[config.mk]
export PLATFORM = sky130hd
export DESIGN_NAME = lpt_timing_gen
export DESIGN_NICKNAME = d
export VERILOG_FILES = /design/src/lpt_pkg.sv /design/src/lpt_timing_gen.sv
export VERILOG_INCLUDE_DIRS = /design/src
export SDC_FILE = /design/constraint.sdc
export NUM_CORES = 1
export LEC_CHECK = 0
export BUFFER_PORTS_ARGS = -buffer_cell sky130_fd_sc_hd__buf_2
export CAP_MARGIN = 10
export CORE_MARGIN = 1.5
export CORE_UTILIZATION = 59
export DETAILED_ROUTE_END_ITERATION = 8
export HOLD_SLACK_MARGIN = 0.15
export PLACE_DENSITY_LB_ADDON = 0.2
export SKIP_CTS_REPAIR_TIMING = 1
export SYNTH_ARGS = -nofsm -noshare
export SYNTH_HDL_FRONTEND = slang
export SYNTH_SLANG_ARGS = --single-unit
[constraint.sdc]
create_clock -name core_clk_in -period 17 [get_ports core_clk_in]
set_input_delay 5.1 -clock core_clk_in [delete_from_list [all_inputs] [get_ports core_clk_in]]
set_output_delay 5.1 -clock core_clk_in [all_outputs]
set_load 0.02 [all_outputs]
[src/lpt_consts.svh]
// Register offsets, field positions, reset values and timing counts
`ifndef LPT_CONSTS_SVH
`define LPT_CONSTS_SVH

// ****************************************************************
// Register offsets
// ****************************************************************
`define LPT_OFF_PANEL_TYPE   8'h10
`define LPT_OFF_HTOTAL       8'h12
`define LPT_OFF_HDISP_WIDTH  8'h14
`define LPT_OFF_HDSTART_LO   8'h16
`define LPT_OFF_HDSTART_HI   8'h17
`define LPT_OFF_VTOTAL_LO    8'h18
`define LPT_OFF_VTOTAL_HI    8'h19
`define LPT_OFF_VHEIGHT_LO   8'h1c
`define LPT_OFF_VHEIGHT_HI   8'h1d
`define LPT_OFF_VDSTART_LO   8'h1e
`define LPT_OFF_VDSTART_HI   8'h1f
`define LPT_OFF_LINE_WPOL    8'h20
`define LPT_OFF_LSTART_LO    8'h22
`define LPT_OFF_LSTART_HI    8'h23
`define LPT_OFF_FRAME_WPOL   8'h24
`define LPT_OFF_FSTART_LO    8'h26
`define LPT_OFF_FSTART_HI    8'h27
`define LPT_OFF_STAT_LINE_LO 8'h28
`define LPT_OFF_STAT_LINE_HI 8'h29

// ****************************************************************
// Fields and reset values
// ****************************************************************
`define LPT_REG_COUNT        17
`define LPT_REG_RESET        8'h00
`define LPT_PTYPE_ACTIVE     2'b01
`define LPT_FMT_LSB          4
`define LPT_POL_BIT          7

// ****************************************************************
// Timing counts, in pixel periods
// ****************************************************************
`define LPT_DISPLAY_START_ACTIVE_ADD  11'd5
`define LPT_DISPLAY_START_PASSIVE_ADD 11'd22
`define LPT_SC_PERIOD_FMT1   3'd4
`define LPT_SC_PERIOD_FMT2   3'd2
`define LPT_SC_PERIOD_B16    3'd5

`endif

[src/lpt_pkg.sv]
// Types shared by the panel timing generator
package lpt_pkg;
    // Passive panel data format, panel_type_config bits 5-4
    typedef enum logic [1:0] {
        LPT_FMT1 = 2'b00,
        LPT_FMT2 = 2'b01,
        LPT_B16  = 2'b10,
        LPT_RSVD = 2'b11
    } lpt_fmt_e;

    // Pixel or line position
    typedef logic [10:0] lpt_pos_t;
endpackage

[src/lpt_timing_gen.sv]
// Panel timing generator: counters, pulses, shift clocks, data, registers
//
// How it works
// Format 1 drives two 4-period shift clocks
// Format 1 data changes between falling edges
// Format 1 last shift edges end window
// Format 1 first edges two after start
// Frame pulse changes only at line start
// Format 2 shift clock period is two
// Format 2 last fall one before end
// 16-bit shift period five, data centred
// AC bias flips at frame line start
// Horizontal total is field plus one, times 8
// Display width is field plus one, times 8
// Active display start is value plus five
// Line pulse start plus one, width plus one
// Vertical total and height are value plus one
// Frame and vertical starts used as is
// Frame pulse width is field plus one
// Software keeps active width sixteen or more
// Panel type 01 selects active matrix
// Bit 7 sets pulse polarity, 0 low
// Display enable opens at display start
// Display enable lasts the display width
// Active shift clock follows pixel clock
// Counters compared with programmed positions
//
// Our own choice: the address-and-strobe port.
`timescale 1ns/1ps
`default_nettype none
`include "lpt_consts.svh"

module lpt_timing_gen #(
    parameter int DATA_W = 18                // Panel data width
) (
    input  wire logic              core_clk_in,      // 40 MHz core clock
    input  wire logic              resetn_in,        // Sync reset, low
    input  wire logic              clk_en_in,        // Freezes state when low
    input  wire logic              pixel_clk_in,     // Pixel clock pin
    input  wire logic [7:0]        addr_in,          // Register address
    input  wire logic [7:0]        wr_data_in,       // Register write data
    input  wire logic              wr_en_in,         // Write strobe
    input  wire logic              rd_en_in,         // Read strobe
    output logic      [7:0]        rd_data_out,      // Read data, next cycle
    input  wire logic [DATA_W-1:0] pixel_data_in,    // Next pixel word
    output logic                   pixel_take_out,   // Pixel word consumed
    output logic      [DATA_W-1:0] panel_data_out,   // Panel data pins
    output logic                   line_pulse_out,   // Line pulse pin
    output logic                   frame_pulse_out,  // Frame pulse pin
    output logic                   shift_clock_out,  // Shift clock pin
    output logic                   second_shift_clock_out, // Second shift
    output logic                   display_enable_out, // Display enable
    output logic                   ac_bias_out       // AC bias pin
);

    // ****************************************************************
    // Elaboration check
    // ****************************************************************
    // The 16-bit passive mode needs at least 16 data pins
    if (DATA_W < 16 || DATA_W > 32) begin : g_bad_width
        $error("DATA_W must lie between 16 and 32");
    end

    // ****************************************************************
    // Register file
    // ****************************************************************
    logic [7:0] regs_q [0:`LPT_REG_COUNT-1]; // Programmed timing values
    logic [7:0] rd_data_q;                   // Read answer register

    // Maps an address onto a slot; bit 5 flags a hit
    function automatic logic [5:0] reg_slot(input logic [7:0] a);
        case (a)
            `LPT_OFF_PANEL_TYPE:  reg_slot = 6'h20;
            `LPT_OFF_HTOTAL:      reg_slot = 6'h21;
            `LPT_OFF_HDISP_WIDTH: reg_slot = 6'h22;
            `LPT_OFF_HDSTART_LO:  reg_slot = 6'h23;
            `LPT_OFF_HDSTART_HI:  reg_slot = 6'h24;
            `LPT_OFF_VTOTAL_LO:   reg_slot = 6'h25;
            `LPT_OFF_VTOTAL_HI:   reg_slot = 6'h26;
            `LPT_OFF_VHEIGHT_LO:  reg_slot = 6'h27;
            `LPT_OFF_VHEIGHT_HI:  reg_slot = 6'h28;
            `LPT_OFF_VDSTART_LO:  reg_slot = 6'h29;
            `LPT_OFF_VDSTART_HI:  reg_slot = 6'h2a;
            `LPT_OFF_LINE_WPOL:   reg_slot = 6'h2b;
            `LPT_OFF_LSTART_LO:   reg_slot = 6'h2c;
            `LPT_OFF_LSTART_HI:   reg_slot = 6'h2d;
            `LPT_OFF_FRAME_WPOL:  reg_slot = 6'h2e;
            `LPT_OFF_FSTART_LO:   reg_slot = 6'h2f;
            `LPT_OFF_FSTART_HI:   reg_slot = 6'h30;
            default:              reg_slot = 6'h00;
        endcase
    endfunction

    logic [5:0] wr_slot;  // Decoded write target
    logic [5:0] rd_slot;  // Decoded read target
    assign wr_slot = reg_slot(addr_in);
    assign rd_slot = reg_slot(addr_in);

    // Software writes; unmapped writes are dropped
    always_ff @(posedge core_clk_in) begin
        if (!resetn_in) begin
            for (int i = 0; i < `LPT_REG_COUNT; i++) begin
                regs_q[i] <= `LPT_REG_RESET;
            end
        end else if (clk_en_in && wr_en_in && wr_slot[5]) begin
            regs_q[wr_slot[4:0]] <= wr_data_in;
        end
    end

    // ****************************************************************
    // Decoded timing values
    // ****************************************************************
    logic           is_active;   // Active-matrix panel selected
    lpt_pkg::lpt_fmt_e fmt;      // Passive data format
    logic           line_pol;    // 1 gives active-high line pulse
    logic           frame_pol;   // 1 gives active-high frame pulse
    lpt_pkg::lpt_pos_t ht;       // Horizontal total, pixels
    lpt_pkg::lpt_pos_t display_width;      // Display width, pixels
    lpt_pkg::lpt_pos_t display_start;     // Display start, pixels
    lpt_pkg::lpt_pos_t line_start;      // Line pulse start, pixels
    lpt_pkg::lpt_pos_t line_pulse_width;      // Line pulse width, pixels
    lpt_pkg::lpt_pos_t vt;       // Vertical total, lines
    lpt_pkg::lpt_pos_t display_height;      // Display height, lines
    lpt_pkg::lpt_pos_t vertical_display_start;     // Vertical display start, lines
    lpt_pkg::lpt_pos_t frame_start;      // Frame pulse start, lines
    lpt_pkg::lpt_pos_t frame_pulse_width;      // Frame pulse width, lines

    assign is_active = regs_q[0][1:0] == `LPT_PTYPE_ACTIVE;
    assign fmt       = lpt_pkg::lpt_fmt_e'(regs_q[0][`LPT_FMT_LSB+:2]);
    assign line_pol  = regs_q[11][`LPT_POL_BIT];
    assign frame_pol = regs_q[14][`LPT_POL_BIT];
    assign ht   = {1'b0, regs_q[1][6:0], 3'b000} + 11'd8;
    assign display_width  = {1'b0, regs_q[2][6:0], 3'b000} + 11'd8;
    assign display_start = {1'b0, regs_q[4][1:0], regs_q[3]} +
                  (is_active ? `LPT_DISPLAY_START_ACTIVE_ADD
                             : `LPT_DISPLAY_START_PASSIVE_ADD);
    assign line_start  = {1'b0, regs_q[13][1:0], regs_q[12]} + 11'd1;
    assign line_pulse_width  = {4'b0, regs_q[11][6:0]} + 11'd1;
    assign vt   = {1'b0, regs_q[6][1:0], regs_q[5]} + 11'd1;
    assign display_height  = {1'b0, regs_q[8][1:0], regs_q[7]} + 11'd1;
    assign vertical_display_start = {1'b0, regs_q[10][1:0], regs_q[9]};
    assign frame_start  = {1'b0, regs_q[16][1:0], regs_q[15]};
    assign frame_pulse_width  = {8'b0, regs_q[14][2:0]} + 11'd1;

    // ****************************************************************
    // Pixel clock sampling
    // ****************************************************************
    logic pix_s1_q;  // First sync stage, read only by the second
    logic pix_s2_q;  // Second sync stage
    logic pix_s3_q;  // Edge detect history
    logic tick;      // One core cycle per pixel period
    logic tick_en;   // Tick that really advances state

    // The pin is asynchronous to the core clock
    always_ff @(posedge core_clk_in) begin
        if (!resetn_in) begin
            pix_s1_q <= 1'b0;
            pix_s2_q <= 1'b0;
            pix_s3_q <= 1'b0;
        end else if (clk_en_in) begin
            pix_s1_q <= pixel_clk_in;
            pix_s2_q <= pix_s1_q;
            pix_s3_q <= pix_s2_q;
        end
    end

    assign tick    = pix_s2_q && !pix_s3_q;
    assign tick_en = tick && clk_en_in;

    // ****************************************************************
    // Position counters
    // ****************************************************************
    lpt_pkg::lpt_pos_t hcnt_q;  // Pixel within line
    lpt_pkg::lpt_pos_t vcnt_q;  // Line within frame
    lpt_pkg::lpt_pos_t hnext;   // Pixel after this tick
    lpt_pkg::lpt_pos_t vnext;   // Line after this tick
    logic              hwrap;   // Last pixel of the line

    // Wrap on >= so a shortened total never strands the counter
    assign hwrap = hcnt_q >= ht - 11'd1;
    assign hnext = hwrap ? 11'd0 : hcnt_q + 11'd1;
    assign vnext = !hwrap ? vcnt_q :
                   (vcnt_q >= vt - 11'd1) ? 11'd0 : vcnt_q + 11'd1;

    // Both counters move on the pixel tick only
    always_ff @(posedge core_clk_in) begin
        if (!resetn_in) begin
            hcnt_q <= 11'd0;
            vcnt_q <= 11'd0;
        end else if (tick_en) begin
            hcnt_q <= hnext;
            vcnt_q <= vnext;
        end
    end

    // ****************************************************************
    // Window decode on the next position
    // ****************************************************************
    logic       h_win;    // Inside horizontal display window
    logic       v_win;    // Inside vertical display window
    logic       win;      // Inside display area
    logic       line_act; // Line pulse asserted, before polarity
    logic       frm_act;  // Frame pulse asserted, before polarity
    logic [2:0] sc_per;   // Passive shift clock period
    logic [2:0] ph_q;     // Phase within shift clock period
    logic [2:0] ph_next;  // Phase after this tick

    // Twelve-bit sums so a large start never wraps the compare
    assign h_win = hnext >= display_start &&
                   {1'b0, hnext} < {1'b0, display_start} + {1'b0, display_width};
    assign v_win = vnext >= vertical_display_start &&
                   {1'b0, vnext} < {1'b0, vertical_display_start} + {1'b0, display_height};
    assign win   = h_win && v_win;
    assign line_act = hnext >= line_start &&
                      {1'b0, hnext} < {1'b0, line_start} + {1'b0, line_pulse_width};
    assign frm_act  = vnext >= frame_start &&
                      {1'b0, vnext} < {1'b0, frame_start} + {1'b0, frame_pulse_width};

    // Shift clock period per passive format
    always_comb begin
        case (fmt)
            lpt_pkg::LPT_FMT1: sc_per = `LPT_SC_PERIOD_FMT1;
            lpt_pkg::LPT_FMT2: sc_per = `LPT_SC_PERIOD_FMT2;
            lpt_pkg::LPT_B16:  sc_per = `LPT_SC_PERIOD_B16;
            default:           sc_per = `LPT_SC_PERIOD_FMT1;
        endcase
    end

    // Phase restarts at display start so edges line up per line
    assign ph_next = (hnext == display_start) ? 3'd0 :
                     (ph_q >= sc_per - 3'd1) ? 3'd0 : ph_q + 3'd1;

    always_ff @(posedge core_clk_in) begin
        if (!resetn_in) begin
            ph_q <= 3'd0;
        end else if (tick_en) begin
            ph_q <= ph_next;
        end
    end

    // ****************************************************************
    // Shift clocks and data strobe
    // ****************************************************************
    logic sc_d;    // Next primary shift clock level
    logic sc2_d;   // Next second shift clock level
    logic upd;     // Fetch a new pixel word this tick
    logic sc_q;    // Primary shift clock register
    logic sc2_q;   // Second shift clock register

    always_comb begin
        sc_d  = 1'b0;
        sc2_d = 1'b0;
        upd   = 1'b0;
        if (is_active) begin
            upd = win;                     // One word per pixel
        end else if (win) begin
            case (fmt)
                lpt_pkg::LPT_FMT1: begin
                    // Second clock is the primary shifted two pixels
                    sc_d  = ph_next >= 3'd2;
                    sc2_d = ph_next < 3'd2;
                    upd   = ph_next[0];
                end
                lpt_pkg::LPT_FMT2: begin
                    // Last fall lands one pixel before window end
                    sc_d = ph_next == 3'd0;
                    upd  = ph_next == 3'd0;
                end
                lpt_pkg::LPT_B16: begin
                    // High two, low three; data two before the rise
                    sc_d = ph_next == 3'd2 || ph_next == 3'd3;
                    upd  = ph_next == 3'd0;
                end
                default: begin
                    sc_d = 1'b0;
                end
            endcase
        end
    end

    assign pixel_take_out = tick_en && upd;

    // Active panels copy the pixel clock; passive ones step on ticks
    always_ff @(posedge core_clk_in) begin
        if (!resetn_in) begin
            sc_q  <= 1'b0;
            sc2_q <= 1'b0;
        end else if (clk_en_in) begin
            if (is_active) begin
                sc_q  <= pix_s2_q;
                sc2_q <= 1'b0;
            end else if (tick) begin
                sc_q  <= sc_d;
                sc2_q <= sc2_d;
            end
        end
    end

    // ****************************************************************
    // Panel data and display enable
    // ****************************************************************
    logic [DATA_W-1:0] data_q;  // Panel data register
    logic              de_q;    // Display enable register

    // Data changes a half pixel before the active falling edge
    always_ff @(posedge core_clk_in) begin
        if (!resetn_in) begin
            data_q <= '0;
            de_q   <= 1'b0;
        end else if (tick_en) begin
            if (upd) begin
                data_q <= pixel_data_in;
            end
            // Opens only at display start, so a mid-line switch to
            // active timing never shows a clipped first enable run
            de_q <= is_active && win && (de_q || hnext == display_start);
        end
    end

    // ****************************************************************
    // Line, frame and AC bias pulses
    // ****************************************************************
    logic line_q;   // Line pin level
    logic frame_q;  // Frame pin level
    logic ac_q;     // AC bias level

    // Reset shows idle high, matching the reset polarity of 0
    always_ff @(posedge core_clk_in) begin
        if (!resetn_in) begin
            line_q  <= 1'b1;
            frame_q <= 1'b1;
            ac_q    <= 1'b0;
        end else if (tick_en) begin
            line_q <= line_pol ? line_act : !line_act;
            // Frame moves with line start, well clear of line edges
            if (hnext == 11'd0) begin
                frame_q <= frame_pol ? frm_act : !frm_act;
            end
            // Toggling at pixel 0 leads the line rise by its start
            if (!is_active && hnext == 11'd0 && vnext == 11'd0) begin
                ac_q <= !ac_q;
            end
        end
    end

    // ****************************************************************
    // Read port
    // ****************************************************************
    // Unmapped reads answer zero; status shows the live line count
    always_ff @(posedge core_clk_in) begin
        if (!resetn_in) begin
            rd_data_q <= 8'h00;
        end else if (clk_en_in) begin
            if (!rd_en_in) begin
                rd_data_q <= 8'h00;
            end else if (rd_slot[5]) begin
                rd_data_q <= regs_q[rd_slot[4:0]];
            end else if (addr_in == `LPT_OFF_STAT_LINE_LO) begin
                rd_data_q <= vcnt_q[7:0];
            end else if (addr_in == `LPT_OFF_STAT_LINE_HI) begin
                rd_data_q <= {de_q, frame_q, line_q, ac_q,
                              2'b00, vcnt_q[9:8]};
            end else begin
                rd_data_q <= 8'h00;
            end
        end
    end

    assign rd_data_out            = rd_data_q;
    assign panel_data_out         = data_q;
    assign line_pulse_out         = line_q;
    assign frame_pulse_out        = frame_q;
    assign shift_clock_out        = sc_q;
    assign second_shift_clock_out = sc2_q;
    assign display_enable_out     = de_q;
    assign ac_bias_out            = ac_q;
endmodule

`default_nettype wire

Yosys cells after proc, flatten, opt, wreduce, memory -nomap -nowiden. Memory sizes are Yosys's and may differ from the RTL's. Cells that the tools add are included.

$add $sub $neg: 18. Multipliers: 0. Divide/modulo/power cells: 0. Magnitude comparators: 13. Equality and inequality tests: 8. Shifts and indexed selects: 0. Multiplexer cells: 33. Bitwise gates (word level): 0. Reductions and logical operators: 33.

Operators with widths (number): 11-bit >= comparator (4); 8-bit 2-to-1 mux (5); 11-bit by 12-bit less-than comparator with 1-bit output (3); 10-bit by 1-bit adder with 11-bit output (second input constant) (3); 11-bit 2-to-1 mux (3); 10-bit by 4-bit adder with 11-bit output (second input constant) (2); 11-bit by 1-bit adder with 11-bit output (second input constant) (2); 11-bit by 10-bit >= comparator with 1-bit output (2); 11-bit zero test (2); 11-bit by 1-bit subtractor with 11-bit output (second input constant) (2); 8-bit by 6-bit == test with 1-bit output (second input constant) (2); 1-bit 2-to-1 mux (16); 1-bit logical AND (14); 10-bit by 11-bit adder with 12-bit output (1); 11-bit by 11-bit adder with 12-bit output (1); 11-bit by 8-bit adder with 12-bit output (1); 6-bit 2-to-1 mux (2); 10-bit by 4-bit adder with 11-bit output (1); 10-bit by 5-bit adder with 11-bit output (1); 11-bit == test (1); 11-bit less-than comparator (1); 5-bit 2-to-1 mux (2); 7-bit by 1-bit adder with 8-bit output (second input constant) (1); 2-bit AND reduction (4); 20 further kinds (29).

Register bits after elaboration: 60. Bits in latches: 0. RAM bits: 136. Bits in read-only memories: 768. Bits of input ports: 40. Output and inout port bits: 33. Word-level logic and storage cells: 122. Memories kept: 3.

Memories: (no name shown) (words 64, width 6, read ports 1, clocked after memory_dff 0, write ports 0, RTL line lpt_timing_gen.sv:72) `case (a)`; (no name shown) (words 64, width 6, read ports 1, clocked after memory_dff 0, write ports 0, RTL line lpt_timing_gen.sv:72); regs_q (words 17, width 8, read ports 18, clocked after memory_dff 0, write ports 17, RTL line lpt_timing_gen.sv:67) `` logic [7:0] regs_q [0:`LPT_REG_COUNT-1]; ``.

Logic depth before layout (Yosys ltp). An unclocked memory read counts as a cell.

Depth after elaboration: 13. Depth in mapped cells: 22. Depth with buffers taken out: 21.

Least setup slack after synthesis. Ideal clock, no wire load.

Kind: input to output. Start point: input port clk_en_in. End point: output port pixel_take_out. Arrival: 6413 ps. Required time: 11900 ps. Path slack: 5487 ps. Cell stages on the path: 6. Buffers on the path: 3. Cells stage by stage: clkbuf_1 -> and2_1 -> clkbuf_1 -> nand2_1 -> nor2_8 -> buf_12.

Word-level cells in the longest chain between the ends: 2.

Ends and longest elaborated chain: from (decl) (RTL line lpt_timing_gen.sv:38) `input wire logic clk_en_in,`; 1-bit logical AND (RTL line lpt_timing_gen.sv:168) `assign tick_en = tick && clk_en_in;`; 1-bit logical AND (RTL line lpt_timing_gen.sv:281) `assign pixel_take_out = tick_en && upd;`; to (decl) (RTL line lpt_timing_gen.sv:46) `output logic pixel_take_out,`.

Every way passes these cells.

Final worst setup path. Ends and elaborated chain as after synthesis.

==> impl_metrics.py <==
metrics = {
    "run_status": {
        "status": "finished with violations",
        "violations": "DRC",
    },
    "drt": {
        "wl_met1_um": 18600,
        "vias_per_cell": 6.28,
        "drc_errors": 12,
        "drt_wl_total_um": 45000,
        "first_iter_violations": 1567,
        "vias": 12945,
        "dr.pass1.iters": 8,
        "routed.top_layer": "met4",
        "wl_met3_um": 4160,
        "ant_nets": 0,
        "wl_per_cell_um": 21.8,
        "route.met2.wl_um": 20300,
    },
    "synth": {
        "synth_cell_types": 81,
        "synth_seq_area_share_pct": 43.0,
        "syn_inst": 1638,
        "yosys_warnings": 0,
        "synthTopCellsByArea": "edfxtp_1 (35%), ha_1 (12%), dfxtp_1 (7.6%)",
        "syn_area_um2": 15800,
        "synth_top_cell_area_share_pct": 35.4,
        "synth_top_area_cell": "edfxtp_1",
        "synth_edf_count": 186,
        "syn_avg_cell_area_um2": 9.65,
        "ys_ff_latch": 246,
        "synthFlopType": "edfxtp_1",
        "synthArstFlopShare_pct": 0,
    },
    "finish": {
        "final_area_um2": 17400,
        "layout_common_cells": "nand2_1 (188), edfxtp_1 (186), ha_1 (151)",
        "fin_util_pct": 66.3,
        "drive_above_1_share_pct": 8.29,
        "multi_input_area_um2": 8460,
        "syn2layout_area_growth_pct": 10.0,
        "nets": 1901,
        "diodes": 0,
        "seqCellArea_um2": 6790,
        "nFillCells": 2120,
        "final_common_cell": "nand2_1",
    },
    "placed_design": {
        "gp_congestion": 0.992,
        "portBuffers": 72,
        "dpl.hpwl_um": 32700,
        "post_dp_cell_area_um2": 16500,
    },
    "global_route": {
        "grt.total_usage_pct": 32.2,
        "grt-ovfl-total": 0,
        "grt_pass1_vias": 12344,
        "grt_pass1_wl_um": 69300,
        "antenna_found_initial": 1,
        "grt_max_degree": 99,
    },
    "worst_setup_path": {
        "end_kind": "output port",
        "crit_path_max_incr_delay_ns": 0.39,
        "crit_slowest_cell": "nor2_8",
        "cp-start-kind": "primary input",
        "path_class": "primary input to output port",
        "crit_required_ns": 11.90,
        "cp_cell_sequence": "buf_2 > and2_1 > nand2_1 > nor2_8 > buf_2",
        "arrival_ns": 6.39,
        "cpMostUsedCell": "buf_2",
        "crit_path_max_fanout": 19,
    },
    "floorplan": {
        "die_area_um2": 27800,
        "rows": 59,
        "die_w_um": 167,
        "initial_core_util_pct": 60.3,
        "io_pins": 73,
        "die_h_um": 167,
        "core_um2": 26200,
    },
    "timing": {
        "finalCriticalPeriod_ns": 11.49,
        "hold_viol": 0,
        "setup_viol": 0,
        "tightest_slew_ns": 1.13,
        "grt_setup_unrepaired": "no",
        "fin_crit_sh_pct": 67.6,
        "fmax_mhz": 87.0,
        "fin_setup_tns_ns": 0,
        "slew_headroom_pct": 24.2,
        "clock_skew_ns": 0.0237,
        "drv_slew": 0,
    },
    "clock_tree": {
        "cts_tree": "yes",
        "h-tree-depth": 1,
        "clkLatencyLatePin_ns": 0.56,
        "cts.path.max_buffers": 3,
        "cts_made_buffers": 27,
        "clock_sinks": 246,
        "clock-root-buffer": "clkbuf_16",
        "path_clk_slew_ns": 0.06,
    },
    "run": {
        "cap_violations": 0,
    },
    "power": {
        "leakagePower_uw": 0.00731,
        "vdd.ir_drop.worst_mv": 0.0786,
        "powerDensity_nw_per_um2": 84.4,
    },
    "hold_path": {
        "hold_class": "flop to flop",
    },
}
path summary, 6_finish.rpt:
path / from / endpoint / slack (ns) / depth (start not counted)
worst min register to register: panel_data_out[15] / panel_data_out[15] / 0.45 / 2
worst max register to register: regs_q[0][1] / panel_data_out[5] / 11.22 / 19
worst max-delay path: clk_en_in / pixel_take_out / 5.51 / 5
worst min-delay path: panel_data_out[15] / panel_data_out[15] / 0.45 / 2
per-layer routing:
layer / track usage, % / vias up
li1: - / 6003
met1: 43.3 / 6191
met2: 52.1 / 627
met3: 5.61 / 124
met4: 12.8 / 0
met5: 0 / -
synthesized netlist by cell type, types with 13 or more instances:
cell / instances
nand4_1: 13
nand2_1: 188
o21ai_1: 28
nor3_1: 22
o22ai_1: 28
mux2i_1: 36
a21o_1: 31
nor2_1: 115
inv_1: 99
edfxtp_1: 186
ha_1: 151
xnor2_1: 37
a31oi_1: 22
a21oi_1: 64
nor2b_1: 29
nand3_1: 34
a32oi_1: 19
xor2_1: 18
o21ai_0: 47
and3_1: 17
nand2b_1: 20
and2_1: 143
clkbuf_1: 51
dfxtp_1: 60
through the flow:
stage	hold WS (ns)	worst slack, ns	power, uW	cells
final	0.454	5.51	1470	2061
after global routing	0.476	5.22	1510	2061
after CTS	0.456	5.50	1470	2061
after detailed placement	0.446	5.51	892	2011
after global placement	0.439	5.52	885	2011
after floorplan	0.456	5.49	827	1663
layout make-up:
type | instances | area share [%]
Inverter | 100 | 2.16
Timing Repair Buffer | 85 | 2.63
Clock inverter | 15 | 0.691
Clock buffer | 35 | 4.36
Multi-Input combinational cell | 1245 | 48.7
Sequential cell | 246 | 39.0
Tap cell | 335 | 2.41
worst max-delay path, delay by kind of cell:
kind / cells / cell delay (ns)
AND/OR/NAND/NOR: 3 / 0.72
buffers and inverters: 2 / 0.56
kinds of logic (layout without fill, tap and decap cells):
logic type               after synthesis  after routing  synth area share (%)
AO/OA/AOI/OAI                        356            356                  15.3
XOR/XNOR                              55             55                  3.05
adder cells (fa/ha/maj)              156            156                  12.6
buffers and inverters                172            235                  4.25
flip-flops                           246            246                  43.0
multiplexers                          37             37                  2.35
other                                  1             26                0.0237
AND/OR/NAND/NOR                      615            615                  19.5
flip-flops by register name, indices dropped and copies added, names as in the netlist, 3 cells and up:
signal          cells
regs_q            186
panel_data_out     18
hcnt_q             11
vcnt_q             11
rd_data_out         8
ph_q                3
power by group:
group	internal (uW)	switching (uW)	leakage, uW	total, uW
Clock	333	250	0.000440	582
Combinational	73.2	125	0.00463	198
Sequential	669	17.8	0.00224	686
Power figures use the tool's default switching activity.
